File: src/sbc_params.svh
// standby entry control: register layout, reset values and field positions
// assumes inclusion by the standby controller package, its modules and its bench
`ifndef SBC_PARAMS_SVH
`define SBC_PARAMS_SVH

`define SBC_ADDR_CTRL      8'h14
`define SBC_ADDR_STATUS    8'h18
`define SBC_CTRL_RESET     8'h1f
`define SBC_CTRL_RO_MASK   8'h1f
`define SBC_BIT_SELECT     7
`define SBC_BIT_FLOAT      6
`define SBC_WDT_CLR_MASK   8'he0
`define SBC_WDT_KEEP_MASK  8'h07
`define SBC_STROBE_CYCLES  4'h2

`endif

File: src/sbc_pkg.sv
// standby entry control: shared types
// assumes the params header sits in the same folder
package sbc_pkg;
    `include "sbc_params.svh"

    // one entry for each peripheral group told to act on standby entry
    typedef struct packed {
        logic data_transfer;   // all registers except the transfer data register
        logic dma_ctrl;        // channel control regs and operation reg
        logic dma_undefined;   // source, dest and count regs become undefined
        logic wdt_partial;     // bits 7..5 of watchdog ctrl/status, reset ctrl reg
        logic serial;          // rx, tx, mode, control, status, bit-rate regs
        logic multifunction_timer_unit;             // multifunction timer, output enable regs kept
        logic compare_match_timer_unit;             // compare match timer
        logic adc;             // analog-to-digital converter
    } sbc_init_t;

    typedef struct packed {
        logic [7:0] addr;
        logic [7:0] wdata;
        logic       wr;
        logic       rd;
    } sbc_bus_req_t;

    typedef enum logic [1:0] {
        ST_RUN,
        ST_INIT,
        ST_STANDBY
    } sbc_state_t;
endpackage

File: src/sbc_init_pulse.sv
// standby entry control: stretcher for the peripheral initialise strobes
// assumes a synchronous active high reset and a single start pulse
`timescale 1ns/100ps
`include "sbc_params.svh"
module sbc_init_pulse
    import sbc_pkg::*;
#(
    parameter logic [3:0] CYCLES = `SBC_STROBE_CYCLES
) (
    // clock and reset
    input  wire logic ref_clk,
    input  wire logic rst,
    // control
    input  wire logic start,
    output logic      busy,
    output logic      done
);
    typedef struct packed {
        logic [3:0] cnt;
        logic       done;
    } sbc_pulse_st_t;

    sbc_pulse_st_t st_r;
    sbc_pulse_st_t st_nxt;

    // count down the strobe width, flag done once in the cycle after the last
    always_comb begin
        st_nxt      = st_r;
        st_nxt.done = 1'b0;
        if (start) begin
            st_nxt.cnt = CYCLES;
        end else if (st_r.cnt != 4'h0) begin
            st_nxt.cnt = st_r.cnt - 4'h1;
            st_nxt.done = (st_r.cnt == 4'h1);
        end
    end

    always_ff @(posedge ref_clk) begin
        if (rst) begin
            st_r <= '0;
        end else begin
            st_r <= st_nxt;
        end
    end

    assign busy = (st_r.cnt != 4'h0);
    assign done = st_r.done;
endmodule

File: src/sbc_standby_ctrl.sv
// standby entry control: control register, standby sequencing and outputs
// assumes the cpu pulses halt_exec on its halt instruction, nmi and manual
// reset come from pins, watchdog enable comes from on-chip logic
//
// The placing of the registers and strobed register access were left to the implementer.
`timescale 1ns/100ps
`include "sbc_params.svh"

// Notes on behaviour
// - with the select bit set, a halt instruction moves the device from running into standby.
// - in standby the cpu is stopped, the system clock gated and every peripheral halted.
// - cpu registers and ram are kept, so no clear reaches them during standby.
// - in standby the port pads either hold their state or float, as the float bit chooses.
// - only chosen peripherals are cleared; interrupt, break, cache and bus units keep everything.
// - the data transfer unit is initialised but its memory data and transfer data register are kept.
// - watchdog bits 7..5 and its reset control register are cleared; clock select and counter are kept.
// - the serial rx, tx, mode, control, status and bit-rate registers are initialised.
// - neither the select bit nor the float bit can be set to 1 while the watchdog timer runs.
// - a float bit of 0 holds the pads, 1 floats them during standby.
// - the control register resets to 0x1f with select and float clear and the low bits read as one.
// - standby ends only on an nmi edge, a power-on reset or a manual reset.
module sbc_standby_ctrl
    import sbc_pkg::*;
(
    // clock and power-on reset
    input  wire logic         ref_clk,
    input  wire logic         rst,
    // register port
    input  wire logic [7:0]   reg_addr,
    input  wire logic [7:0]   reg_wdata,
    input  wire logic         reg_wr,
    input  wire logic         reg_rd,
    output logic [7:0]        reg_rdata,
    // cpu side
    input  wire logic         halt_exec,
    input  wire logic         wdt_enable,
    output logic              cpu_stop,
    output logic              sleep_mode,
    // wake sources from pins
    input  wire logic         nmi_pin,
    input  wire logic         nmi_rise_sel,
    input  wire logic         manual_rst_n,
    // clock and peripheral control
    output logic              sys_clk_gate,
    output logic              periph_halt,
    output sbc_init_t         periph_init,
    output logic [7:0]        wdt_clear_mask,
    output logic [7:0]        wdt_keep_mask,
    // port pads
    output logic              pad_hold,
    output logic              pad_oe_n_force
);
    typedef struct packed {
        sbc_state_t  state;
        logic        sel;
        logic        flt;
        logic [7:0]  rdata;
        logic [1:0]  nmi_sync;
        logic [1:0]  mrst_sync;
        logic        nmi_prev;
        logic        sleep;
    } sbc_st_t;

    sbc_st_t      st_r;
    sbc_st_t      st_nxt;
    sbc_bus_req_t bus;
    logic         init_busy;
    logic         init_done;
    logic         init_start;
    logic         nmi_edge;
    logic         mrst_active;
    logic [7:0]   ctrl_view;

    assign bus.addr  = reg_addr;
    assign bus.wdata = reg_wdata;
    assign bus.wr    = reg_wr;
    assign bus.rd    = reg_rd;

    // register view: reserved bit 5 reads 0, bits 4..0 read 1
    function automatic logic [7:0] ctrl_value(input logic sel, input logic flt);
        logic [7:0] v;
        v = `SBC_CTRL_RESET;
        v[`SBC_BIT_SELECT] = sel;
        v[`SBC_BIT_FLOAT]  = flt;
        return v;
    endfunction

    assign ctrl_view = ctrl_value(st_r.sel, st_r.flt);

    // edge is taken only from the second synchroniser stage onward
    assign nmi_edge    = nmi_rise_sel ? (st_r.nmi_sync[1] & ~st_r.nmi_prev)
                                      : (~st_r.nmi_sync[1] & st_r.nmi_prev);
    assign mrst_active = ~st_r.mrst_sync[1];
    assign init_start  = (st_r.state == ST_RUN) && halt_exec && st_r.sel;

    sbc_init_pulse #(
        .CYCLES (`SBC_STROBE_CYCLES)
    ) u_pulse (
        .ref_clk (ref_clk),
        .rst     (rst),
        .start   (init_start),
        .busy    (init_busy),
        .done    (init_done)
    );

    // next state: register writes, sequencing, wake detection
    always_comb begin
        st_nxt           = st_r;
        st_nxt.nmi_sync  = {st_r.nmi_sync[0], nmi_pin};
        st_nxt.mrst_sync = {st_r.mrst_sync[0], manual_rst_n};
        st_nxt.nmi_prev  = st_r.nmi_sync[1];
        st_nxt.rdata     = 8'h00;
        if (bus.rd) begin
            case (bus.addr)
                `SBC_ADDR_CTRL:   st_nxt.rdata = ctrl_view;
                `SBC_ADDR_STATUS: st_nxt.rdata = {5'h00, st_r.sleep, st_r.state};
                default:          st_nxt.rdata = 8'h00;
            endcase
        end
        // a running watchdog blocks setting either bit; clearing always works
        if (bus.wr && bus.addr == `SBC_ADDR_CTRL) begin
            st_nxt.sel = bus.wdata[`SBC_BIT_SELECT] & ~(wdt_enable & ~st_r.sel);
            st_nxt.flt = bus.wdata[`SBC_BIT_FLOAT] & ~(wdt_enable & ~st_r.flt);
        end
        case (st_r.state)
            ST_RUN: begin
                if (halt_exec && st_r.sel) begin
                    st_nxt.state = ST_INIT;
                end else if (halt_exec) begin
                    st_nxt.sleep = 1'b1;
                end else if (st_r.sleep && (nmi_edge || mrst_active)) begin
                    st_nxt.sleep = 1'b0;
                end
            end
            ST_INIT: begin
                if (init_done) begin
                    st_nxt.state = ST_STANDBY;
                end
            end
            ST_STANDBY: begin
                // only nmi edge or manual reset wake; power-on reset is rst
                if (nmi_edge || mrst_active) begin
                    st_nxt.state = ST_RUN;
                end
            end
            default: st_nxt.state = ST_RUN;
        endcase
    end

    always_ff @(posedge ref_clk) begin
        if (rst) begin
            st_r           <= '0;
            st_r.state     <= ST_RUN;
            st_r.nmi_sync  <= 2'b00;
            st_r.mrst_sync <= 2'b11;
        end else begin
            st_r <= st_nxt;
        end
    end

    assign reg_rdata  = st_r.rdata;
    assign sleep_mode = st_r.sleep;

    // cpu halts in init too, so its registers stay put; nothing clears them
    assign cpu_stop     = (st_r.state != ST_RUN) || st_r.sleep;
    assign sys_clk_gate = (st_r.state == ST_STANDBY);
    assign periph_halt  = (st_r.state == ST_STANDBY);

    // pads: hold when float bit 0, release drivers when 1
    assign pad_hold       = (st_r.state != ST_RUN) && !st_r.flt;
    assign pad_oe_n_force = (st_r.state != ST_RUN) && st_r.flt;

    // strobes only for the listed groups; interrupt_controller_unit, break, cache, bus units get none
    always_comb begin
        periph_init               = '0;
        periph_init.data_transfer = init_busy;
        periph_init.dma_ctrl      = init_busy;
        periph_init.dma_undefined = init_busy;
        periph_init.wdt_partial   = init_busy;
        periph_init.serial        = init_busy;
        periph_init.multifunction_timer_unit           = init_busy;
        periph_init.compare_match_timer_unit           = init_busy;
        periph_init.adc           = init_busy;
    end

    assign wdt_clear_mask = init_busy ? `SBC_WDT_CLR_MASK : 8'h00;
    assign wdt_keep_mask  = `SBC_WDT_KEEP_MASK;
endmodule

File: config.mk
export PLATFORM = sky130hd
export DESIGN_NAME = sbc_standby_ctrl
export DESIGN_NICKNAME = d
export VERILOG_FILES = /design/src/sbc_pkg.sv /design/src/sbc_init_pulse.sv /design/src/sbc_standby_ctrl.sv
export VERILOG_INCLUDE_DIRS = /design/src
export SDC_FILE = /design/constraint.sdc
export NUM_CORES = 1
export LEC_CHECK = 0
export BUFFER_PORTS_ARGS = -buffer_cell sky130_fd_sc_hd__buf_4
export CAP_MARGIN = 20
export CORE_MARGIN = 1.5
export CORE_UTILIZATION = 43
export CTS_CLUSTER_DIAMETER = 60
export DETAILED_ROUTE_END_ITERATION = 7
export PLACE_DENSITY = 0.87
export SLEW_MARGIN = 20
export SYNTH_ARGS = -nofsm -noshare
export SYNTH_HDL_FRONTEND = slang
export SYNTH_SLANG_ARGS = --single-unit
File: constraint.sdc
create_clock -name ref_clk -period 1.6 [get_ports ref_clk]
set_input_delay 0.32 -clock ref_clk [delete_from_list [all_inputs] [get_ports ref_clk]]
set_output_delay 0.32 -clock ref_clk [all_outputs]
set_load 0.005 [all_outputs]
# Yosys cells after proc, flatten, opt, wreduce, memory -nomap -nowiden

Cells that the tools add are included.

Reduce and logical (&&, ||, !) cells: 20
Multiplexer cells: 11
Add/sub/neg operators: 1
Eq/ne operators: 8
Bitwise operators: 16

Operators by type and width:

| kind                  | number |
|---|---|
| $eq A8 B5 Y1 const B  | 2 |
| $pmux W8 S2           | 1 |
| $not A1 Y1            | 10 |
| $mux W2               | 4 |
| $mux W8               | 1 |
| $logic_and A1 B1 Y1   | 7 |
| $and A1 B1 Y1         | 6 |
| $ne A2 B1 Y1 const B  | 3 |
| $pmux W2 S3           | 1 |
| $reduce_and A3 Y1     | 2 |
| $reduce_bool A2 Y1    | 3 |
| $eq A4 B1 Y1 const B  | 1 |
| $reduce_bool A4 Y1    | 1 |
| $reduce_or A2 Y1      | 2 |
| $sub A4 B1 Y4 const B | 1 |
| $mux W1               | 3 |
| $mux W3               | 1 |
| $reduce_or A3 Y1      | 1 |
| $eq A2 B1 Y1 const B  | 1 |
| $eq A2 B2 Y1 const B  | 1 |
| $logic_not A2 Y1      | 1 |
| $logic_or A1 B1 Y1    | 2 |
| $logic_not A1 Y1      | 1 |

Logic and storage cells: 67
Output and inout port bits: 38
Bits in registers: 23
Input port bits: 25

# Logic depth before layout (Yosys ltp)

Depth after elaboration: 7
Mapped depth: 4
Depth with buffers taken out: 3

# By module

From an unflattened synthesis, not the netlist that was laid out.

Cell total of the unflattened synthesis: 122
Area total of the unflattened synthesis: 1084.8 um2

Modules (own cells, without submodules):

| module           | times used | cells an instance | area each (um2) | seq. area each (um2) |
|---|---|---|---|---|
| sbc_standby_ctrl | 1          | 104               | 902.1           | 320.3 |
| sbc_init_pulse   | 1          | 18                | 182.7           | 100.1 |

# Worst setup path before layout

Ideal clock, no wire load.

Path type: flip-flop to output port
Start: register u_pulse.st_r[3] (netlist bit)
End: output port periph_init[0] (netlist bit)
Arrival: 0.981 ns
Path slack: 0.299 ns
Required time: 1.280 ns
Path buffers: 1
Cell stages (with the launch flop): 4
Cells stage by stage: dfxtp_1 -> nor3_1 -> nand2b_1 -> buf_4

Longest elaborated chain between the ends: 1

Ends and longest elaborated chain:

| what                     | line                   | RTL |
|---|---|---|
| start: declaration       | sbc_init_pulse.sv:23   | `sbc_pulse_st_t st_r;` |
| start signal: assignment | sbc_init_pulse.sv:42   | `st_r <= st_nxt;` |
| $reduce_bool A4 Y1       | sbc_init_pulse.sv:46   | `assign busy = (st_r.cnt != 4'h0);` |
| end: declaration         | sbc_standby_ctrl.sv:46 | `output sbc_init_t periph_init,` |

Every way passes these cells.

==> impl_results.md <==
* Power Density at 669 nW/µm²
* Post-synth EDFFs at 0
* Setup TNS at 0 ns
* # setup viols final at 0
* Crit path largest cell delay at 0.38 ns
* GRT Total Usage at 13.7%
* Placer Congestion at 0.755
* DP HPWL at 1450 µm
* Synth Area per Inst at 8.90 µm²
* Fillers at 226
* Worst EP arrival at 1.25 ns
* Num rows at 18
* Tmin final at 1.57 ns
* Mapped Cells at 122
* Initial core utilization at 44.7%
* CTS tree: yes
* First-pass GRT wire length at 2680 µm
* Lkg Pwr at 0.619 nW
* Avg WL per Cell at 10.9 µm
* Slew Limit Fails at 0
* Nets@finish at 175
* PortBufs at 42
* Number of global-route vias before repair at 652
* Synth area leader: dfxtp_1
* Status: finished clean
* Synth area leaders: dfxtp_1, buf_4, nor2b_1, nor2_1, a21oi_1
* Initial antenna violation count at 0
* Layout area overhead at 20.4%
* # diodes at 0
* Maxcap violations at 0
* Via count at 838
* Register area at 428 µm²
* Hold Violations, Final at 0
* CP Max Fanout at 11
* Clock Tree Buf Depth at 2
* Core Region at 2430 µm²
* CTS sink cnt at 21
* Gr ovfl total at 0
* Startpoint Class: flip-flop
* Die Y at 53.3 µm
* Post-synthesis sequential area ratio at 38.7%
* Worst-Skew Late Latency at 0.31 ns
* Final WL at 1960 µm
* Final ANT Viol Nets at 0
* Top-area cell type share of the netlist area at 38.7%
* Yosys reg bits at 21
* Most common cell in the netlist: buf_4
* Async set-reset flop share out of synthesis at 0%
* Required time worst endpoint at 1.28 ns
* Critical Path End Type: output port
* Non-Filler Instances at 179
* Via/cell ratio at 4.68
* Met1 Wirelength at 732 µm
* Worst setup path class: reg -> out
* CP max-delay cell: dfxtp_4
* Area of the multi-input gates at 443 µm²
* Root Driver: clkbuf_4
* Placed insts at 171
* DR WL met2 at 1020 µm
* Residual DRC at 0
* Top cell types by occurrence after synthesis: buf_4, dfxtp_1, nor2_1
* Cells along the critical path: nor3_4 -> nand2b_1 -> buf_6 -> buf_4
* Clk_skew at 0.0148 ns
* Ports at 63
* Reg clk slew, reported paths at 0.12 ns
* Final instance area at 1310 µm²
* Worst vdd ir at 0.477 mV
* Die ar. at 2840 µm²
* Largest net degree at the start of global routing at 15
* Placement Cell Area at 1230 µm²
* H-tree Lvls at 1
* Met3 wire len at 176 µm
* Ys Warns at 0
* Hold crit path type: in -> reg
* DR pass1 iterations at 6
* Die Width at 53.3 µm
* Fin crit share at 98.3%
* Post-synthesis cell type count at 34
* CTS Buf Count at 3
* Max layer used: met4
* Fraction of layout cells with a size suffix above 1 at 40.9%
* Synthesized cell area at 1090 µm²
* Fmax at 636 MHz
* RSZ-0062 raised after global routing: yes
* Prevailing post-synth register cell: dfxtp_1
* Initial DRC Count at 14
[sequential cells by signal, indices dropped and copies added, names as in the netlist]
signal        cells
reg_rdata         6
st_r              4
u_pulse.st_r      4
ctrl_view         2
st_nxt            3
sleep_mode        1
u_pulse.done      1
[cells by family (layout without fill, tap and decap cells)]
kind of cell	Yosys count	count (layout)	synth area share, %
and+or+nand+nor	40	40	23.0
muxes	1	1	1.04
other	2	14	0.692
DFF	21	21	38.7
AOI/OAI and AO/OA	17	17	10.8
buffers and inverters	41	56	25.7
[path summary, 6_finish.rpt]
kind / to / cells past startpoint / startpoint / slack, ns
setup / recovery: periph_init[4] / 4 / u_pulse.st_r[2]$_SDFFE_PP0P_ / 0.03
hold / removal: st_nxt[3]$_SDFF_PP1_ / 2 / manual_rst_n / 0.20
setup reg to reg: sleep_mode$_SDFFE_PP0P_ / 4 / st_r[16]$_SDFFE_PP0P_ / 0.45
hold reg to reg: st_r[3]$_SDFF_PP1_ / 1 / st_nxt[3]$_SDFF_PP1_ / 0.42
[critical path, delay by kind of cell (launching register included)]
family,cells,cell delay [ns]
buffers and inverters,2,0.28
and+or+nand+nor,2,0.27
DFF,1,0.38
[cell usage in the layout (no fill, tap or decap), types with 2 or more instances in the layout]
cell type / instances
a21oi_1: 6
a221oi_1: 2
and4_1: 3
buf_4: 45
clkbuf_4: 3
conb_1: 14
dfxtp_1: 19
dfxtp_4: 2
inv_1: 5
nand2_1: 2
nand2b_1: 3
nand4_1: 2
nor2_1: 9
nor2b_1: 7
nor3_1: 3
o21ai_0: 2
or2_2: 2
[per-stage QoR]
| stage | power (mW) | utilization, % | hold WS [ns] | setup slack [ns] |
|---|---|---|---|---|
| 2_1_floorplan | 0.609 | - | 0.389 | 0.299 |
| 3_3_place_gp | 0.634 | 50.5 | 0.391 | 0.226 |
| 3_5_place_dp | 0.637 | 50.5 | 0.395 | 0.173 |
| 4_1_cts | 0.884 | 52.2 | 0.190 | 0.00455 |
| 5_1_grt | 0.920 | 53.8 | 0.180 | -0.0595 |
| 6_report | 0.874 | 53.8 | 0.195 | 0.0267 |
[power by group]
group	total [mW]	internal (mW)	switching (mW)	leakage (nW)
clock network	0.251	0.0935	0.158	0.0177
registers	0.531	0.527	0.00451	0.172
logic	0.0920	0.0500	0.0420	0.429
[per-layer routing]
layer | GRT usage, % | vias to the layer above
met2 | 24.7 | 37
li1 | - | 421
met3 | 5.93 | 4
met4 | 6.41 | 0
met1 | 13.1 | 376
met5 | 0 | -
[area by class of cell]
cell class / count / share of cell area [%]
Clock inverter: 1 / 0.383
Timing Repair Buffer: 46 / 26.7
Sequential cell: 21 / 32.7
Clock buffer: 3 / 1.72
Inverter: 6 / 1.72
Tap cell: 30 / 2.87
Multi-Input combinational cell: 72 / 33.9
[timing repair]
item                       in CTS  in global routing
hold endpoints to repair        0                  0
buffers inserted                1                  3
pin swaps                       1                  1
hold buffers                    0                  0
setup endpoints to repair      12                 12
gates resized for setup         3                  4
No activity file was read; power rests on OpenSTA's default activity.
